[src/rtl/sample_rec_map.svh]
/*
   Register offsets, field positions, reset values and timing figures of the
   two-channel totalize sample recorder. Definitions only; no logic.
*/
`ifndef SAMPLE_REC_MAP_SVH
`define SAMPLE_REC_MAP_SVH

// register offsets on the plain register port
`define REG_CTRL 8'h00
`define REG_STATUS 8'h04
`define REG_SAMPLES 8'h08
`define REG_CNT_A 8'h0C
`define REG_CNT_B 8'h10
`define REG_TIME 8'h14

// control register bits
`define CTRL_EN_BIT 0
`define CTRL_INH_BIT 1
`define CTRL_BLK_BIT 2
`define CTRL_CLR_BIT 3

// status register bits
`define STAT_BUSY_BIT 0
`define STAT_MISS_BIT 1

// interpolator/status field of a record
`define FLD_INH_BIT 12
`define FLD_PICK_A_BIT 13
`define FLD_PICK_B_BIT 14
`define FLD_BLK_BIT 15
`define FLD_STAT1_MASK 32'h0000_9000

// record layout
`define N_FIELDS 4
`define N_WORDS 8
`define FLD_CNT_B 0
`define FLD_CNT_A 1
`define FLD_TIME 2
`define FLD_STAT 3

// reset values and steps
`define WORD_ZERO 32'h0000_0000
`define CNT_STEP 32'h0000_0001

// time datum counts 2 ns units; the clock runs at 10 ns
`define CLK_PERIOD_PS 10000
`define TIME_LSB_PS 2000
`define TIME_STEP (`CLK_PERIOD_PS / `TIME_LSB_PS)

`endif

[src/rtl/totalize_pkg.sv]
/*
   Types shared by the totalize sample recorder modules.
   Assumes the map header supplies all figures.
*/
package totalize_pkg;
   typedef logic [31:0] word_t;
   typedef logic [31:0] count_t;
   typedef logic [11:0] interp_t;
   typedef logic [7:0] reg_addr_t;
   typedef logic [3:0] left_t;
   typedef enum {ST_IDLE, ST_CAP2} state_t;
endpackage : totalize_pkg

[src/rtl/rec_if.sv]
/*
   Carrier of one finished sample (both capture attempts) from the
   capture logic to the record serializer. Assumes one common clock.
*/
`timescale 1ns/1ps
`default_nettype none
interface rec_if;
   import totalize_pkg::*;
   logic load;
   word_t [3:0] att1;
   word_t [3:0] att2;
   logic busy;
   modport src (output load, output att1, output att2, input busy);
   modport snk (input load, input att1, input att2, output busy);
endinterface : rec_if
`default_nettype wire

[src/rtl/event_counter.sv]
/*
   Free-running event counter for one input channel.
   Assumes evt is a one-cycle pulse synchronous to clock.
*/
`timescale 1ns/1ps
`default_nettype none
`include "sample_rec_map.svh"
module event_counter
   import totalize_pkg::*;
(
   input wire logic clock,
   input wire logic srst,
   input wire logic clear,
   input wire logic evt,
   output count_t count_ff
);

   // plain binary wrap; the consumer undoes rollovers
   always_ff @(posedge clock) begin
      if (srst || clear) begin
         count_ff <= `WORD_ZERO;
      end else if (evt) begin
         count_ff <= count_ff + `CNT_STEP;
      end
   end

endmodule : event_counter
`default_nettype wire

[src/rtl/record_serializer.sv]
/*
   Sends one sample as eight 32-bit words: first attempt fields 0..3, then
   second attempt fields 0..3. Assumes a load only arrives while not busy.
*/
`timescale 1ns/1ps
`default_nettype none
`include "sample_rec_map.svh"
module record_serializer
   import totalize_pkg::*;
(
   input wire logic clock,
   input wire logic srst,
   rec_if.snk rif,
   output logic rec_valid,
   output word_t rec_data,
   output logic rec_last,
   input wire logic rec_ready
);

   word_t buf_ff [`N_WORDS];
   left_t left_ff;

   assign rif.busy = (left_ff != 4'h0);
   assign rec_valid = rif.busy;
   assign rec_last = (left_ff == 4'h1);
   assign rec_data = buf_ff[0];

   always_ff @(posedge clock) begin
      if (srst) begin
         left_ff <= 4'h0;
      end else if (rif.load) begin
         left_ff <= 4'(`N_WORDS);
      end else if (rec_valid && rec_ready) begin
         left_ff <= left_ff - 4'h1;
      end
   end

   // shift register keeps the output word straight from a flop
   always_ff @(posedge clock) begin
      if (srst) begin
         for (int i = 0; i < `N_WORDS; i++) begin
            buf_ff[i] <= `WORD_ZERO;
         end
      end else if (rif.load) begin
         for (int i = 0; i < `N_FIELDS; i++) begin
            buf_ff[i] <= rif.att1[i];
            buf_ff[i + `N_FIELDS] <= rif.att2[i];
         end
      end else if (rec_valid && rec_ready) begin
         for (int i = 0; i < `N_WORDS - 1; i++) begin
            buf_ff[i] <= buf_ff[i + 1];
         end
         buf_ff[`N_WORDS - 1] <= `WORD_ZERO;
      end
   end

   AST_FIRST_WORD_IS_ATT1: assert property (
      @(posedge clock) disable iff (srst)
      rif.load |=> rec_valid && (rec_data == $past(rif.att1[`FLD_CNT_B])))
      else $error("first word after load is not the first attempt B count");

endmodule : record_serializer
`default_nettype wire

[src/rtl/totalize_sampler.sv]
/*
   Two-channel totalize sample recorder. Counts events on channels A and B,
   keeps a 2 ns time datum, and on each accepted sample request emits two capture
   attempts through the record serializer, with pick flags that tell the
   consumer which attempt holds each channel's valid count.
   Assumes evt_a, evt_b and sample_req are one-cycle synchronous pulses, the
   fine-time value on interp_in is valid whenever a sample is taken, and the
   record consumer follows valid/ready.
*/
// Functional notes
// each sample sends attempt one (B, A, unused, status) before attempt two.
// attempt one status word carries only block-start and inhibit bits.
// attempt two carries counts, time, fine time; pick A bit 13, B bit 14.
// A pick flag zero: consumer uses attempt one A count as is.
// A pick flag one: consumer uses attempt two A count minus one.
// B pick flag zero: consumer uses attempt one B count as is.
// B pick flag one: consumer uses attempt two B count minus one.
// consumer corrects A and B count streams for rollover independently.
// count below predecessor: consumer adds event overflow correction onward.
// time below predecessor: consumer adds time overflow correction onward.
// time and fine time appear only in attempt two, never in one.
// time stamp is corrected time times 2 ns minus fine time times 0.1 ns.
// channel result i is event stamp i+1 minus event stamp i.
// combined measurements add channel results sample by sample.
// gate time i is time stamp i+1 minus time stamp i.
// overflow correction constants are consumer configuration inputs.
// difference is A minus B; ratio is A divided by B, per sample.
`timescale 1ns/1ps
`default_nettype none
`include "sample_rec_map.svh"
module totalize_sampler
   import totalize_pkg::*;
(
   input wire logic clock,
   input wire logic srst,
   input wire reg_addr_t reg_addr,
   input wire word_t reg_wdata,
   input wire logic reg_wr,
   input wire logic reg_rd,
   output word_t reg_rdata,
   input wire logic evt_a,
   input wire logic evt_b,
   input wire logic sample_req,
   input wire interp_t interp_in,
   output logic rec_valid,
   output word_t rec_data,
   output logic rec_last,
   input wire logic rec_ready
);

   rec_if rif ();

   state_t state_ff;
   state_t nxt_state;

   logic en_ff;
   logic inh_ff;
   logic blk_pend_ff;
   logic miss_ff;
   logic clear;
   logic take;
   logic ld_ff;
   word_t rdata_ff;
   count_t samples_ff;
   count_t time_ff;
   count_t cnt_a;
   count_t cnt_b;

   // first attempt capture
   count_t ea1_ff;
   count_t eb1_ff;
   logic blk1_ff;
   logic inh1_ff;
   logic pick_a_ff;
   logic pick_b_ff;

   // second attempt capture
   count_t ea2_ff;
   count_t eb2_ff;
   count_t time2_ff;
   interp_t int2_ff;

   assign clear = reg_wr && (reg_addr == `REG_CTRL) && reg_wdata[`CTRL_CLR_BIT];

   // a sample is only taken while the serializer can accept it
   assign take = (state_ff == ST_IDLE) && sample_req && en_ff
                 && !rif.busy && !ld_ff;

   event_counter u_cnt_a (
      .clock(clock),
      .srst(srst),
      .clear(clear),
      .evt(evt_a),
      .count_ff(cnt_a)
   );

   event_counter u_cnt_b (
      .clock(clock),
      .srst(srst),
      .clear(clear),
      .evt(evt_b),
      .count_ff(cnt_b)
   );

   record_serializer u_ser (
      .clock(clock),
      .srst(srst),
      .rif(rif.snk),
      .rec_valid(rec_valid),
      .rec_data(rec_data),
      .rec_last(rec_last),
      .rec_ready(rec_ready)
   );

   // time datum in 2 ns units, wraps freely
   always_ff @(posedge clock) begin
      if (srst || clear) begin
         time_ff <= `WORD_ZERO;
      end else begin
         time_ff <= time_ff + 32'(`TIME_STEP);
      end
   end

   // control register
   always_ff @(posedge clock) begin
      if (srst) begin
         en_ff <= 1'b0;
         inh_ff <= 1'b0;
      end else if (reg_wr && (reg_addr == `REG_CTRL)) begin
         en_ff <= reg_wdata[`CTRL_EN_BIT];
         inh_ff <= reg_wdata[`CTRL_INH_BIT];
      end
   end

   // block start marks the next sample; a new request beats the clear
   always_ff @(posedge clock) begin
      if (srst) begin
         blk_pend_ff <= 1'b0;
      end else if (reg_wr && (reg_addr == `REG_CTRL) && reg_wdata[`CTRL_BLK_BIT]) begin
         blk_pend_ff <= 1'b1;
      end else if (take) begin
         blk_pend_ff <= 1'b0;
      end
   end

   // sticky miss: a request lost to a capture in progress or a busy serializer; set beats clear
   always_ff @(posedge clock) begin
      if (srst) begin
         miss_ff <= 1'b0;
      end else if (sample_req && en_ff && !take) begin
         miss_ff <= 1'b1;
      end else if (reg_wr && (reg_addr == `REG_STATUS) && reg_wdata[`STAT_MISS_BIT]) begin
         miss_ff <= 1'b0;
      end
   end

   always_comb begin
      nxt_state = state_ff;
      case (state_ff)
         ST_IDLE: begin
            if (take) begin
               nxt_state = ST_CAP2;
            end
         end
         ST_CAP2: begin
            nxt_state = ST_IDLE;
         end
         default: begin
            nxt_state = ST_IDLE;
         end
      endcase
   end

   always_ff @(posedge clock) begin
      if (srst) begin
         state_ff <= ST_IDLE;
      end else begin
         state_ff <= nxt_state;
      end
   end

   // first attempt capture
   // an event in the capture cycle makes attempt one uncertain, so the
   // pick flag sends the consumer to attempt two, taken one cycle later
   always_ff @(posedge clock) begin
      if (srst) begin
         ea1_ff <= `WORD_ZERO;
         eb1_ff <= `WORD_ZERO;
         blk1_ff <= 1'b0;
         inh1_ff <= 1'b0;
         pick_a_ff <= 1'b0;
         pick_b_ff <= 1'b0;
      end else if (take) begin
         ea1_ff <= cnt_a;
         eb1_ff <= cnt_b;
         blk1_ff <= blk_pend_ff;
         inh1_ff <= inh_ff;
         pick_a_ff <= evt_a;
         pick_b_ff <= evt_b;
      end
   end

   // time only in second attempt
   always_ff @(posedge clock) begin
      if (srst) begin
         ea2_ff <= `WORD_ZERO;
         eb2_ff <= `WORD_ZERO;
         time2_ff <= `WORD_ZERO;
         int2_ff <= 12'h000;
      end else if (state_ff == ST_CAP2) begin
         ea2_ff <= cnt_a;
         eb2_ff <= cnt_b;
         time2_ff <= time_ff;
         int2_ff <= interp_in;
      end
   end

   always_ff @(posedge clock) begin
      if (srst) begin
         ld_ff <= 1'b0;
      end else begin
         ld_ff <= (state_ff == ST_CAP2);
      end
   end

   always_ff @(posedge clock) begin
      if (srst || clear) begin
         samples_ff <= `WORD_ZERO;
      end else if (ld_ff) begin
         samples_ff <= samples_ff + `CNT_STEP;
      end
   end

   assign rif.load = ld_ff;

   // attempt one fields
   // one process per word set, so no field has two drivers
   always_comb begin
      rif.att1[`FLD_CNT_B] = eb1_ff;
      rif.att1[`FLD_CNT_A] = ea1_ff;
      rif.att1[`FLD_TIME] = `WORD_ZERO;
      // status bits only
      rif.att1[`FLD_STAT] = `WORD_ZERO;
      rif.att1[`FLD_STAT][`FLD_BLK_BIT] = blk1_ff;
      rif.att1[`FLD_STAT][`FLD_INH_BIT] = inh1_ff;
   end

   // attempt two fields and pick flags
   always_comb begin
      rif.att2[`FLD_CNT_B] = eb2_ff;
      rif.att2[`FLD_CNT_A] = ea2_ff;
      rif.att2[`FLD_TIME] = time2_ff;
      rif.att2[`FLD_STAT] = {20'h00000, int2_ff};
      rif.att2[`FLD_STAT][`FLD_PICK_A_BIT] = pick_a_ff;
      rif.att2[`FLD_STAT][`FLD_PICK_B_BIT] = pick_b_ff;
   end

   // register read, answer one cycle later; unmapped reads zero
   always_ff @(posedge clock) begin
      if (srst) begin
         rdata_ff <= `WORD_ZERO;
      end else if (reg_rd) begin
         if (reg_addr == `REG_CTRL) begin
            rdata_ff <= {28'h0000000, 1'b0, blk_pend_ff, inh_ff, en_ff};
         end else if (reg_addr == `REG_STATUS) begin
            rdata_ff <= {30'h00000000, miss_ff, rif.busy || ld_ff || (state_ff != ST_IDLE)};
         end else if (reg_addr == `REG_SAMPLES) begin
            rdata_ff <= samples_ff;
         end else if (reg_addr == `REG_CNT_A) begin
            rdata_ff <= cnt_a;
         end else if (reg_addr == `REG_CNT_B) begin
            rdata_ff <= cnt_b;
         end else if (reg_addr == `REG_TIME) begin
            rdata_ff <= time_ff;
         end else begin
            rdata_ff <= `WORD_ZERO;
         end
      end else begin
         rdata_ff <= `WORD_ZERO;
      end
   end

   assign reg_rdata = rdata_ff;

   AST_TWO_ATTEMPTS: assert property (
      @(posedge clock) disable iff (srst)
      take |=> (state_ff == ST_CAP2) ##1 ld_ff)
      else $error("sample did not produce both attempts in order");

   AST_STAT1_ONLY_FLAGS: assert property (
      @(posedge clock) disable iff (srst)
      ld_ff |-> ((rif.att1[`FLD_STAT] & ~`FLD_STAT1_MASK) == `WORD_ZERO))
      else $error("first attempt status holds more than block and inhibit");

   AST_PICK_A_FLAG: assert property (
      @(posedge clock) disable iff (srst)
      take |-> ##2 (rif.att2[`FLD_STAT][`FLD_PICK_A_BIT] == $past(evt_a, 2)))
      else $error("channel A pick flag does not match capture race");

   AST_PICK_B_COUNT: assert property (
      @(posedge clock) disable iff (srst)
      ld_ff |-> (rif.att2[`FLD_CNT_B] == rif.att1[`FLD_CNT_B]
                 + {31'h00000000, rif.att2[`FLD_STAT][`FLD_PICK_B_BIT]}))
      else $error("channel B second attempt minus pick is not the valid count");

   AST_TIME_SECOND_ONLY: assert property (
      @(posedge clock) disable iff (srst)
      ld_ff |-> (rif.att1[`FLD_TIME] == `WORD_ZERO)
                && (rif.att2[`FLD_TIME] == $past(time_ff)))
      else $error("time datum not carried by the second attempt alone");

endmodule : totalize_sampler
`default_nettype wire

[config.mk]
export PLATFORM = sky130hd
export DESIGN_NAME = totalize_sampler
export DESIGN_NICKNAME = d
export VERILOG_FILES = /design/src/rtl/totalize_pkg.sv /design/src/rtl/rec_if.sv /design/src/rtl/event_counter.sv /design/src/rtl/record_serializer.sv /design/src/rtl/totalize_sampler.sv
export VERILOG_INCLUDE_DIRS = /design/src /design/src/rtl
export SDC_FILE = /design/constraint.sdc
export NUM_CORES = 1
export LEC_CHECK = 0
export ABC_AREA = 1
export BUFFER_PORTS_ARGS = -buffer_cell sky130_fd_sc_hd__buf_2
export CAP_MARGIN = 20
export CORE_MARGIN = 8
export CORE_UTILIZATION = 50
export DETAILED_ROUTE_END_ITERATION = 8
export PLACE_DENSITY = 0.7
export SETUP_SLACK_MARGIN = 0.1
export SLEW_MARGIN = 20
export SYNTH_ARGS = -nofsm -noshare
export SYNTH_HDL_FRONTEND = slang
export SYNTH_SLANG_ARGS = --single-unit
[constraint.sdc]
create_clock -name clock -period 3.8 [get_ports clock]
set_input_delay 0 -clock clock [delete_from_list [all_inputs] [get_ports clock]]
set_output_delay 0 -clock clock [all_outputs]
set_load 0.005 [all_outputs]
==> reports/summary.txt, run 1 <==
Run status: complete, no violations
Grt total ovfl: 0
Critical Path Start Type: input port
Pins Over Slew Limit: 0
Fraction of layout cells with a size suffix above 1: 8.76%
Die Area: 56,700 sq um
DRC: 0
Top-area cell type share of the netlist area: 28.9%
Mean Syn Cell Area: 8.60 sq um
Endpoints failing hold: 0
Pwr/cell area: 547 nW/um^2
DR vias/cell: 5.46
Initial DRC count: 1,967
Global Route Usage Sum: 23.8%
Util after Layout: 56.7%
Port Buffers: 97
Number of CTS-inserted buffers: 58
Fmax: 324 MHz
Max-cap viol count: 0
First-pass DRT Iterations: 5
Rel. slew slack: 23.7%
HPWL after DPL: 47,300 microns
Post-synthesis sequential element count: 584
Worst-Margin Slew: 1.15 ns
Post-synth top area cell: edfxtp_1
I/O pin count: 126
Post-synth EDFFs: 238
Syn Inst Count: 2,870
CTS H-tree depth: 2
CP Data Required Time: 4.31 ns
Leak: 10.2 nW
Die width: 238 microns
Synth cell count leaders: nand2_1, inv_1, nor2_1, dfxtp_1, nand3_1
Post-CTS setup buffers: 0
Largest net degree at the start of global routing: 131
Worst-case clock buffer depth: 3
Crit Path Category: input port to flip-flop
First-pass GRT wire length: 106,000 microns
Yosys cell types: 39
Routed len/inst: 19.0 microns
Min-Delay Path Class: input port to flip-flop
Die Ht: 238 microns
FF+latch area: 14,100 sq um
# setup viols final: 0
Syn. warnings: 0
Netlist Area Pre-Place: 24,700 sq um
Setup TNS: 0 ns
Fin Clk Skew: 0.0177 ns
Multi-input logic area: 8310 sq um
Worst skew pair latency: 0.62 ns
Clock Sinks: 584
Filler cell count: 4,391
Area contributors post-synth: edfxtp_1, dfxtp_1, nand3_1
# rows: 81
Tcrit/Tclk final: 81.2%
Fin nets: 2,975
Vias in the first global route: 18,526
Via count of the routed design: 19,797
Antenna viol nets, final: 0
Nature of the critical path endpoint: flip-flop
CTS tree: built
WP data arrival: 3.59 ns
Routability cong.: 0.931
Clock Tree Root: clkbuf_16
Sequential cell area fraction in the yosys report: 57.0%
Worst-path fanout max: 27
Dominant synthesized flop cell: dfxtp_1
RSZ-0062 raised after global routing: no
Final WL: 68,900 microns
Minimum clock period: 3.09 ns
Syn-to-layout area delta: 12.1%
Clock slew at reported path FFs: 0.06 ns
Core Region: 48,800 sq um
Most common cell in the netlist: nand2_1
Initial antenna violation count: 1
Fraction of registers with async set/reset: 0%
Synthesized net count: 2,936
Starting density of the core: 50.5%
Max VDD drop: 0.000375 V
worst max-delay path, stage by stage:
cell and delay, ns:
dlygate4sd3_1 0.54, buf_2 0.13, nor2_1 0.27, dlygate4sd3_1 0.65, nand3_1 0.12, nor2_4 0.25, nand2_2 0.16, o21ai_4 0.67
inv_2 0.49, o21ai_0 0.21, nor2_1 0.06
metal layers:
metal  vias to the layer above  track usage (%)  wire (microns)
li1                       9577                -               -
met1                      9321             32.8           30300
met2                       776             37.6           30800
met3                       123             4.36            5330
met4                         0             8.28            2430
met5                         -                0               0
logic make-up after synthesis:
| family | share of synthesized area, % |
|---|---|
| AOI/OAI and AO/OA | 11.0 |
| xor gates and xnor gates | 1.24 |
| buffers and inverters | 9.56 |
| DFF | 57.0 |
| and+or+nand+nor | 20.9 |
| adders and majority gates | 0.304 |
placed cells by master (no fill, tap or decap), types with 25 or more instances in the layout:
cell type      synthesis  routed
nand2_1              400     395
inv_1                370     369
nor2_1               363     363
dfxtp_1              346     345
nand3_1              302     302
edfxtp_1             238     238
o21ai_0              235     235
a21oi_1              141     141
o22ai_1              118     118
buf_2                 57      97
clkbuf_16              0      60
nor3_1                50      50
xor2_1                33      33
dlygate4sd3_1          0      32
nand4_1               25      25
layout make-up:
class | count | area share [%]
clock inverter | 30 | 1.30
multi-input combinational | 1737 | 30.0
clock buffer | 79 | 5.90
tap | 664 | 3.00
antenna | 1 | 0.00904
timing repair buffer | 151 | 3.78
inverter | 377 | 5.13
sequential | 584 | 50.9
power by group:
group | switching [mW] | internal [mW]
Sequential | 0.210 | 7.47
Combinational | 1.12 | 0.376
Clock | 2.45 | 3.50
what timing repair did:
item / in CTS / in global routing
endpoints found under the hold margin: 61 / 0
hold buffers: 32 / 0
resized for setup: 0 / 0
stage by stage:
step | hold slack, ns | total power [mW] | worst slack (ns) | instance area (sq um) | instances
CTS | 0.000185 | 15.2 | 0.846 | 27700 | 3622
finish | 0.0405 | 15.1 | 0.714 | 27700 | 3623
detailed placement | 0.205 | 9.30 | 1.14 | 25400 | 3481
global placement | 0.199 | 9.25 | 1.15 | 25400 | 3481
floorplan | 0.0691 | 8.90 | 0.258 | 24700 | 2870
global route | 0.0334 | 15.7 | 0.560 | 27700 | 3622
flip-flops by register name, indices dropped and copies added, names as in the netlist, 4 cells and up:
name and count:
u_ser.left_ff 4, reg_rdata 32, time_ff 32, int2_ff 12, eb1_ff 32, ea2_ff 32, samples_ff 32, time2_ff 32
ea1_ff 32, u_cnt_a.count_ff 32, u_ser.buf_ff 238, eb2_ff 32, u_cnt_b.count_ff 32
worst paths after layout:
path               startpoint                    to  slack, ns  cells past startpoint
setup / recovery  reg_addr[0]  u_cnt_b.count_ff[26]       0.71                     11
hold / removal    reg_addr[1]          reg_rdata[1]       0.04                      7
setup reg to reg        ld_ff           blk_pend_ff       0.93                      7
hold reg to reg   time_ff[30]           time_ff[30]       0.46                      2
Note: power is estimated with default switching activity, not from simulation.
==> run 2, diff against run 1 <==
--- a/config.mk
+++ b/config.mk
@@ -12,7 +12,7 @@
 export CORE_MARGIN = 8
 export CORE_UTILIZATION = 50
 export DETAILED_ROUTE_END_ITERATION = 8
-export PLACE_DENSITY = 0.7
+export PLACE_DENSITY = 0.67
 export SETUP_SLACK_MARGIN = 0.1
 export SLEW_MARGIN = 20
 export SYNTH_ARGS = -nofsm -noshare
==> constraint.sdc (replaced) <==
create_clock -name clock -period 3.2 [get_ports clock]
set_input_delay 0 -clock clock [delete_from_list [all_inputs] [get_ports clock]]
set_output_delay 0 -clock clock [all_outputs]
set_load 0.005 [all_outputs]
==> run 2 against run 1 <==
Via count increased by 0.60%. Final cell count increased by 0.19%. Non-clock buffer count increased by 7. Sequential share of layout area decreased by 0.24 points. Critical path depth decreased by 1. Cell area increased by 0.47%. Sequential cell count unchanged.
==> reports/summary.txt, run 2 (same netlist as run 1, synthesis figures left out) <==
Tcrit/Tclk final: 76.4%
WP data arrival: 2.95 ns
# setup viols final: 0
Leak: 10.2 nW
Hold WS: 0.0355 ns
Worst path slowest cell: dlygate4sd3_1
I/O pin count: 126
Clock Tree Root: clkbuf_16
Crit Path Category: flip-flop to flip-flop
Slowest stage delay, CP: 0.57 ns
M1 GR Usage: 33.5%
CTS tree: built
Critical path's top delay family: buffers and inverters
Port Buffers: 97
Setup TNS: 0 ns
Fmax: 409 MHz
Worst-path fanout max: 8
Bufs and invs on worst path: 4
Syn-to-layout area delta: 12.6%
CP Data Required Time: 3.70 ns
First-pass GRT wire length: 107,000 microns
Worst skew pair latency: 0.62 ns
CP Cell Sequence: inv_1 > ha_1 > nand3_2 > inv_1 > nand3_2 > nor2_4 > inv_1 > nand2_1 > a21oi_1 > dlygate4sd3_1
Worst-case clock buffer depth: 3
Grt met2 use: 37.3%
Filler cell count: 4,442
Routability cong.: 0.927
Endpoints failing hold: 0
Minimum clock period: 2.44 ns
Fin nets: 2,983
Clock Sinks: 584
Max VDD drop: 0.000553 V
Top reg by flops: u_ser.buf_ff
Largest net degree at the start of global routing: 146
Rel. slew slack: 37.8%
Post-CTS setup buffers: 0
Pins Over Slew Limit: 0
# rows: 81
Fin Clk Skew: 0.0164 ns
HPWL after DPL: 48,000 microns
Die Ht: 238 microns
Core Region: 48,800 sq um
Diodes inserted: 0
DRC: 0
Starting density of the core: 50.5%
Most common cell after layout, fill and taps aside: nand2_1
Run status: complete, no violations
Initial antenna violation count: 0
Util after Layout: 56.9%
First-pass DRT Iterations: 6
Initial DRC count: 1,945
Post-Place Worst Slack: 0.891 ns
DR vias/cell: 5.49
Max-cap viol count: 0
Pwr/cell area: 648 nW/um^2
CTS H-tree depth: 2
Die width: 238 microns
Via count of the routed design: 19,915
Gr busiest metal: met2
Critical Path Start Type: flip-flop
Antenna viol nets, final: 0
Clock slew at reported path FFs: 0.06 ns
Most frequent cells in the layout: nand2_1, inv_1, nor2_1
Worst-Margin Slew: 0.930 ns
Global Route Usage Sum: 23.9%
Grt total ovfl: 0
Fraction of layout cells with a size suffix above 1: 9.07%
Final total power: 18.0 mW
Min-Delay Path Class: input port to flip-flop
Routed len/inst: 19.1 microns
Final WL: 69,300 microns
RSZ-0062 raised after global routing: no
Nature of the critical path endpoint: flip-flop
Die Area: 56,700 sq um
Most used cell, CP: inv_1
Vias in the first global route: 18,741
Final WS setup: 0.756 ns
Max FFs per register: 238
Number of CTS-inserted buffers: 59
GR Layer Usage met3: 3.43%
## run 2: cell types whose count changed in the layout (fill, tap and decap cells not counted), sizes merged
cell / previous run / this run
clkinvlp: 4 / 2
diode: 1 / 0
clkbuf: 79 / 94
bufinv: 7 / 3
dlygate4sd3: 32 / 31
clkinv: 18 / 11
buf: 119 / 127
inv: 378 / 377
## run 2: path summary, 6_finish.rpt
kind / startpoint / slack, ns / cells past startpoint / to
worst max-delay path: u_ser.left_ff[0] / 0.76 / 10 / blk_pend_ff
worst min-delay path: reg_addr[0] / 0.04 / 6 / reg_rdata[0]
worst max register to register: u_ser.left_ff[0] / 0.76 / 10 / blk_pend_ff
worst min register to register: time_ff[30] / 0.46 / 2 / time_ff[30]
## run 2: layout make-up
cell class / instances / area (sq um) / share of cell area (%)
clock inverter: 16 / 183 / 0.657
timing repair buffer: 158 / 1170 / 4.19
sequential: 584 / 14100 / 50.6
clock buffer: 94 / 1830 / 6.58
inverter: 377 / 1420 / 5.10
multi-input combinational: 1737 / 8300 / 29.9
tap: 664 / 831 / 2.99
## run 2: what timing repair did
item,CTS,global route
hold buffers,31,0
resized for setup,0,0
endpoints found under the hold margin,47,0
## run 2: per-stage QoR
step | instances | area, sq um
final | 3630 | 27800
after floorplan | 2870 | 24700
after global routing | 3630 | 27800
after CTS | 3629 | 27800
after global placement | 3488 | 25500
after detailed placement | 3488 | 25500
## run 2: per-layer routing
metal	routed length (microns)	up-vias	share of wire (%)
met2	31000	780	45
met5	0	-	0
li1	-	9579	-
met3	4890	144	7.1
met4	2770	0	4.0
met1	30600	9412	44
## run 2: tightest hold or removal path, stage by stage
cell	delay, ns
buf_2	0.09
nor2_1	0.07
nand3_1	0.13
nor2_4	0.09
a21oi_1	0.12
a21oi_1	0.09
## run 2: power by group
group | total (mW) | internal [mW] | leakage [nW] | switching (mW)
logic | 1.84 | 0.489 | 3.90 | 1.35
registers | 9.11 | 8.86 | 5.34 | 0.248
clock network | 7.05 | 4.16 | 0.988 | 2.90
==> run 3, diff against run 2 <==
--- a/config.mk
+++ b/config.mk
@@ -12,7 +12,7 @@
 export CORE_MARGIN = 8
 export CORE_UTILIZATION = 50
 export DETAILED_ROUTE_END_ITERATION = 8
-export PLACE_DENSITY = 0.67
+export PLACE_DENSITY = 0.7
 export SETUP_SLACK_MARGIN = 0.1
 export SLEW_MARGIN = 20
 export SYNTH_ARGS = -nofsm -noshare
==> constraint.sdc (replaced) <==
create_clock -name clock -period 2.15 [get_ports clock]
set_input_delay 0 -clock clock [delete_from_list [all_inputs] [get_ports clock]]
set_output_delay 0 -clock clock [all_outputs]
set_load 0.005 [all_outputs]
==> run 3 against run 2 <==
Global-route usage grew 0.30 points. Core utilization up 0.98 points. Count of clock-buffer cells in the layout shrank 8. Critical path type is now input port to flip-flop. Critical endpoint is now inh_ff. Sequential share of layout area shrank 0.86 points. Largest cell class unchanged. Clock power increased by 43%. Routed wire length up 0.29%. Highest routed layer unchanged. Largest power group unchanged.
==> reports/summary.txt, run 3 (same netlist as run 1, synthesis figures left out) <==
Clock Sinks: 584
CP Data Required Time: 2.68 ns
Min-Delay Path Class: input port to flip-flop
Routed len/inst: 18.9 microns
First-pass GRT wire length: 108,000 microns
Worst skew pair latency: 0.66 ns
Post-CTS setup buffers: 0
Minimum clock period: 1.96 ns
CTS H-tree depth: 2
Setup TNS: 0 ns
HPWL after DPL: 50,200 microns
Worst-case clock buffer depth: 3
Most frequent cells in the layout: nand2_1, inv_1, nor2_1
Max-cap viol count: 0
# rows: 81
Die width: 238 microns
Via count of the routed design: 19,986
Pins Over Slew Limit: 0
Fraction of power consumed by sequential logic: 50.6%
Slowest stage delay, CP: 0.64 ns
Critical R2R Launch: u_cnt_a.count_ff[0]
P_sw: 6.80 mW
R2R setup slack: 0.19 ns
Worst hold path stage count: 7
DR vias/cell: 5.44
Hold endpoint: reg_rdata[1]
Switching Fraction: 25.4%
WP data arrival: 2.49 ns
Hold WS: 0.0514 ns
Most common cell after layout, fill and taps aside: nand2_1
Max FFs per register: 238
Grt total ovfl: 0
Worst hold start: reg_addr[0]
Endpoints failing hold: 0
Tcrit/Tclk final: 91.2%
Initial DRC count: 1,787
Bufs and invs on worst path: 3
Crit Path Category: input port to flip-flop
Syn-to-layout area delta: 14.5%
Fraction of layout cells with a size suffix above 1: 10.4%
Global Route Usage Sum: 24.2%
Largest net degree at the start of global routing: 83
Run status: complete, no violations
Worst R2R End: u_cnt_a.count_ff[25]
R2R cell count: 9
Fin nets: 3,028
Combinational share of power: 11.6%
Starting density of the core: 50.5%
Clock slew at reported path FFs: 0.06 ns
Routability cong.: 0.924
Worst-Margin Slew: 0.608 ns
First-pass DRT Iterations: 6
Util after Layout: 57.9%
DRC: 0
Final WL: 69,500 microns
# setup viols final: 0
Clk pwr share: 37.8%
I/O pin count: 126
Critical Path Start Type: input port
CP Cell Sequence: buf_2 > nor2_1 > nand3_1 > nor2_4 > nand2_2 > o21ai_0 > dlygate4sd3_1 > nor2_1 > dlygate4sd3_1
Vias in the first global route: 19,147
Critical path's top delay family: buffers and inverters
Pwr/cell area: 947 nW/um^2
Leak: 10.5 nW
Fmax: 510 MHz
Filler cell count: 4,345
Port Buffers: 97
Fin Clk Skew: 0.0651 ns
Clock Tree Root: clkbuf_16
Cell Int Power: 20.0 mW
Core Region: 48,800 sq um
Max VDD drop: 0.000613 V
Top reg by flops: u_ser.buf_ff
Die Ht: 238 microns
Antenna viol nets, final: 0
Number of CTS-inserted buffers: 58
Initial antenna violation count: 2
Die Area: 56,700 sq um
Rel. slew slack: 59.3%
Cell area after layout: 28,300 sq um
Worst-path fanout max: 6
Worst path slowest cell: dlygate4sd3_1
Placed cell areas: 26,000 sq um
CTS tree: built
Nature of the critical path endpoint: flip-flop
RSZ-0062 raised after global routing: yes
==> run 3: changes by cell type in the layout (fill, tap and decap cells not counted), moves of 2 or more <==
cell,before,now
inv_1,369,366
dlygate4sd3_1,31,34
clkbuf_1,15,17
inv_2,5,7
buf_4,18,47
clkinv_2,7,9
clkbuf_8,18,11
clkinvlp_4,2,4
clkbuf_16,61,58
buf_12,11,24
==> run 3: timing repair <==
action                                 in CTS  in global routing
gates resized for setup                     2                 11
setup endpoints to repair                  21                223
pin swaps                                   0                  1
hold buffers                               34                  0
cloned                                      0                  1
endpoints found under the hold margin      70                  0
==> run 3: through the flow <==
step,power [mW],worst slack [ns],cells
global placement,16.6,0.149,3531
finish,26.8,0.189,3677
global route,27.9,0.102,3676
floorplan,15.7,0.0882,2870
detailed placement,16.7,0.0870,3531
CTS,26.8,0.0797,3675
==> run 3: tightest hold or removal path: cells and delay by family <==
family / cells / cell delay, ns
AND/OR/NAND/NOR: 4 / 0.38
buffers and inverters: 2 / 0.13
AO/OA/AOI/OAI: 1 / 0.11
==> run 3: worst max-delay path by stage <==
stage,from,to,slack [ns],cells after the start
6_report,reg_addr[1],inh_ff,0.19,9
5_1_grt,u_ser.left_ff[0],u_ser.left_ff[2],0.10,9
4_1_cts,u_ser.left_ff[0],u_ser.buf_ff[0][34],0.08,8
3_5_place_dp,u_ser.left_ff[0],ea1_ff[24],0.09,10
3_3_place_gp,u_ser.left_ff[0],u_ser.left_ff[2],0.15,9
2_1_floorplan,ld_ff,u_ser.buf_ff[0][0],0.09,5
==> run 3: area by class of cell <==
class	count	area, sq um	share of cell area [%]
tap	664	831	2.94
clock buffer	86	1670	5.89
sequential	584	14100	49.8
antenna	1	2.50	0.00885
multi-input combinational	1737	8320	29.4
inverter	377	1450	5.11
timing repair inverter	1	8.76	0.0310
clock inverter	24	260	0.920
timing repair buffer	203	1670	5.91
==> run 3: layer usage <==
layer | share of wire [%] | vias up | GRT usage [%] | wire (microns)
li1 | - | 9675 | - | -
met3 | 7.0 | 134 | 4.36 | 4870
met5 | 0 | - | 0 | 0
met4 | 3.9 | 0 | 9.19 | 2690
met1 | 43 | 9490 | 32.4 | 30000
met2 | 46 | 687 | 39.0 | 31900
==> run 3: power by group through the flow <==
stage               Clock (mW)  Combinational (mW)  Sequential, mW
floorplan                    0                1.97            13.7
global placement             0                2.85            13.7
detailed placement           0                2.90            13.8
CTS                       10.3                2.97            13.5
global route              10.8                3.44            13.7
finish                    10.1                3.10            13.5
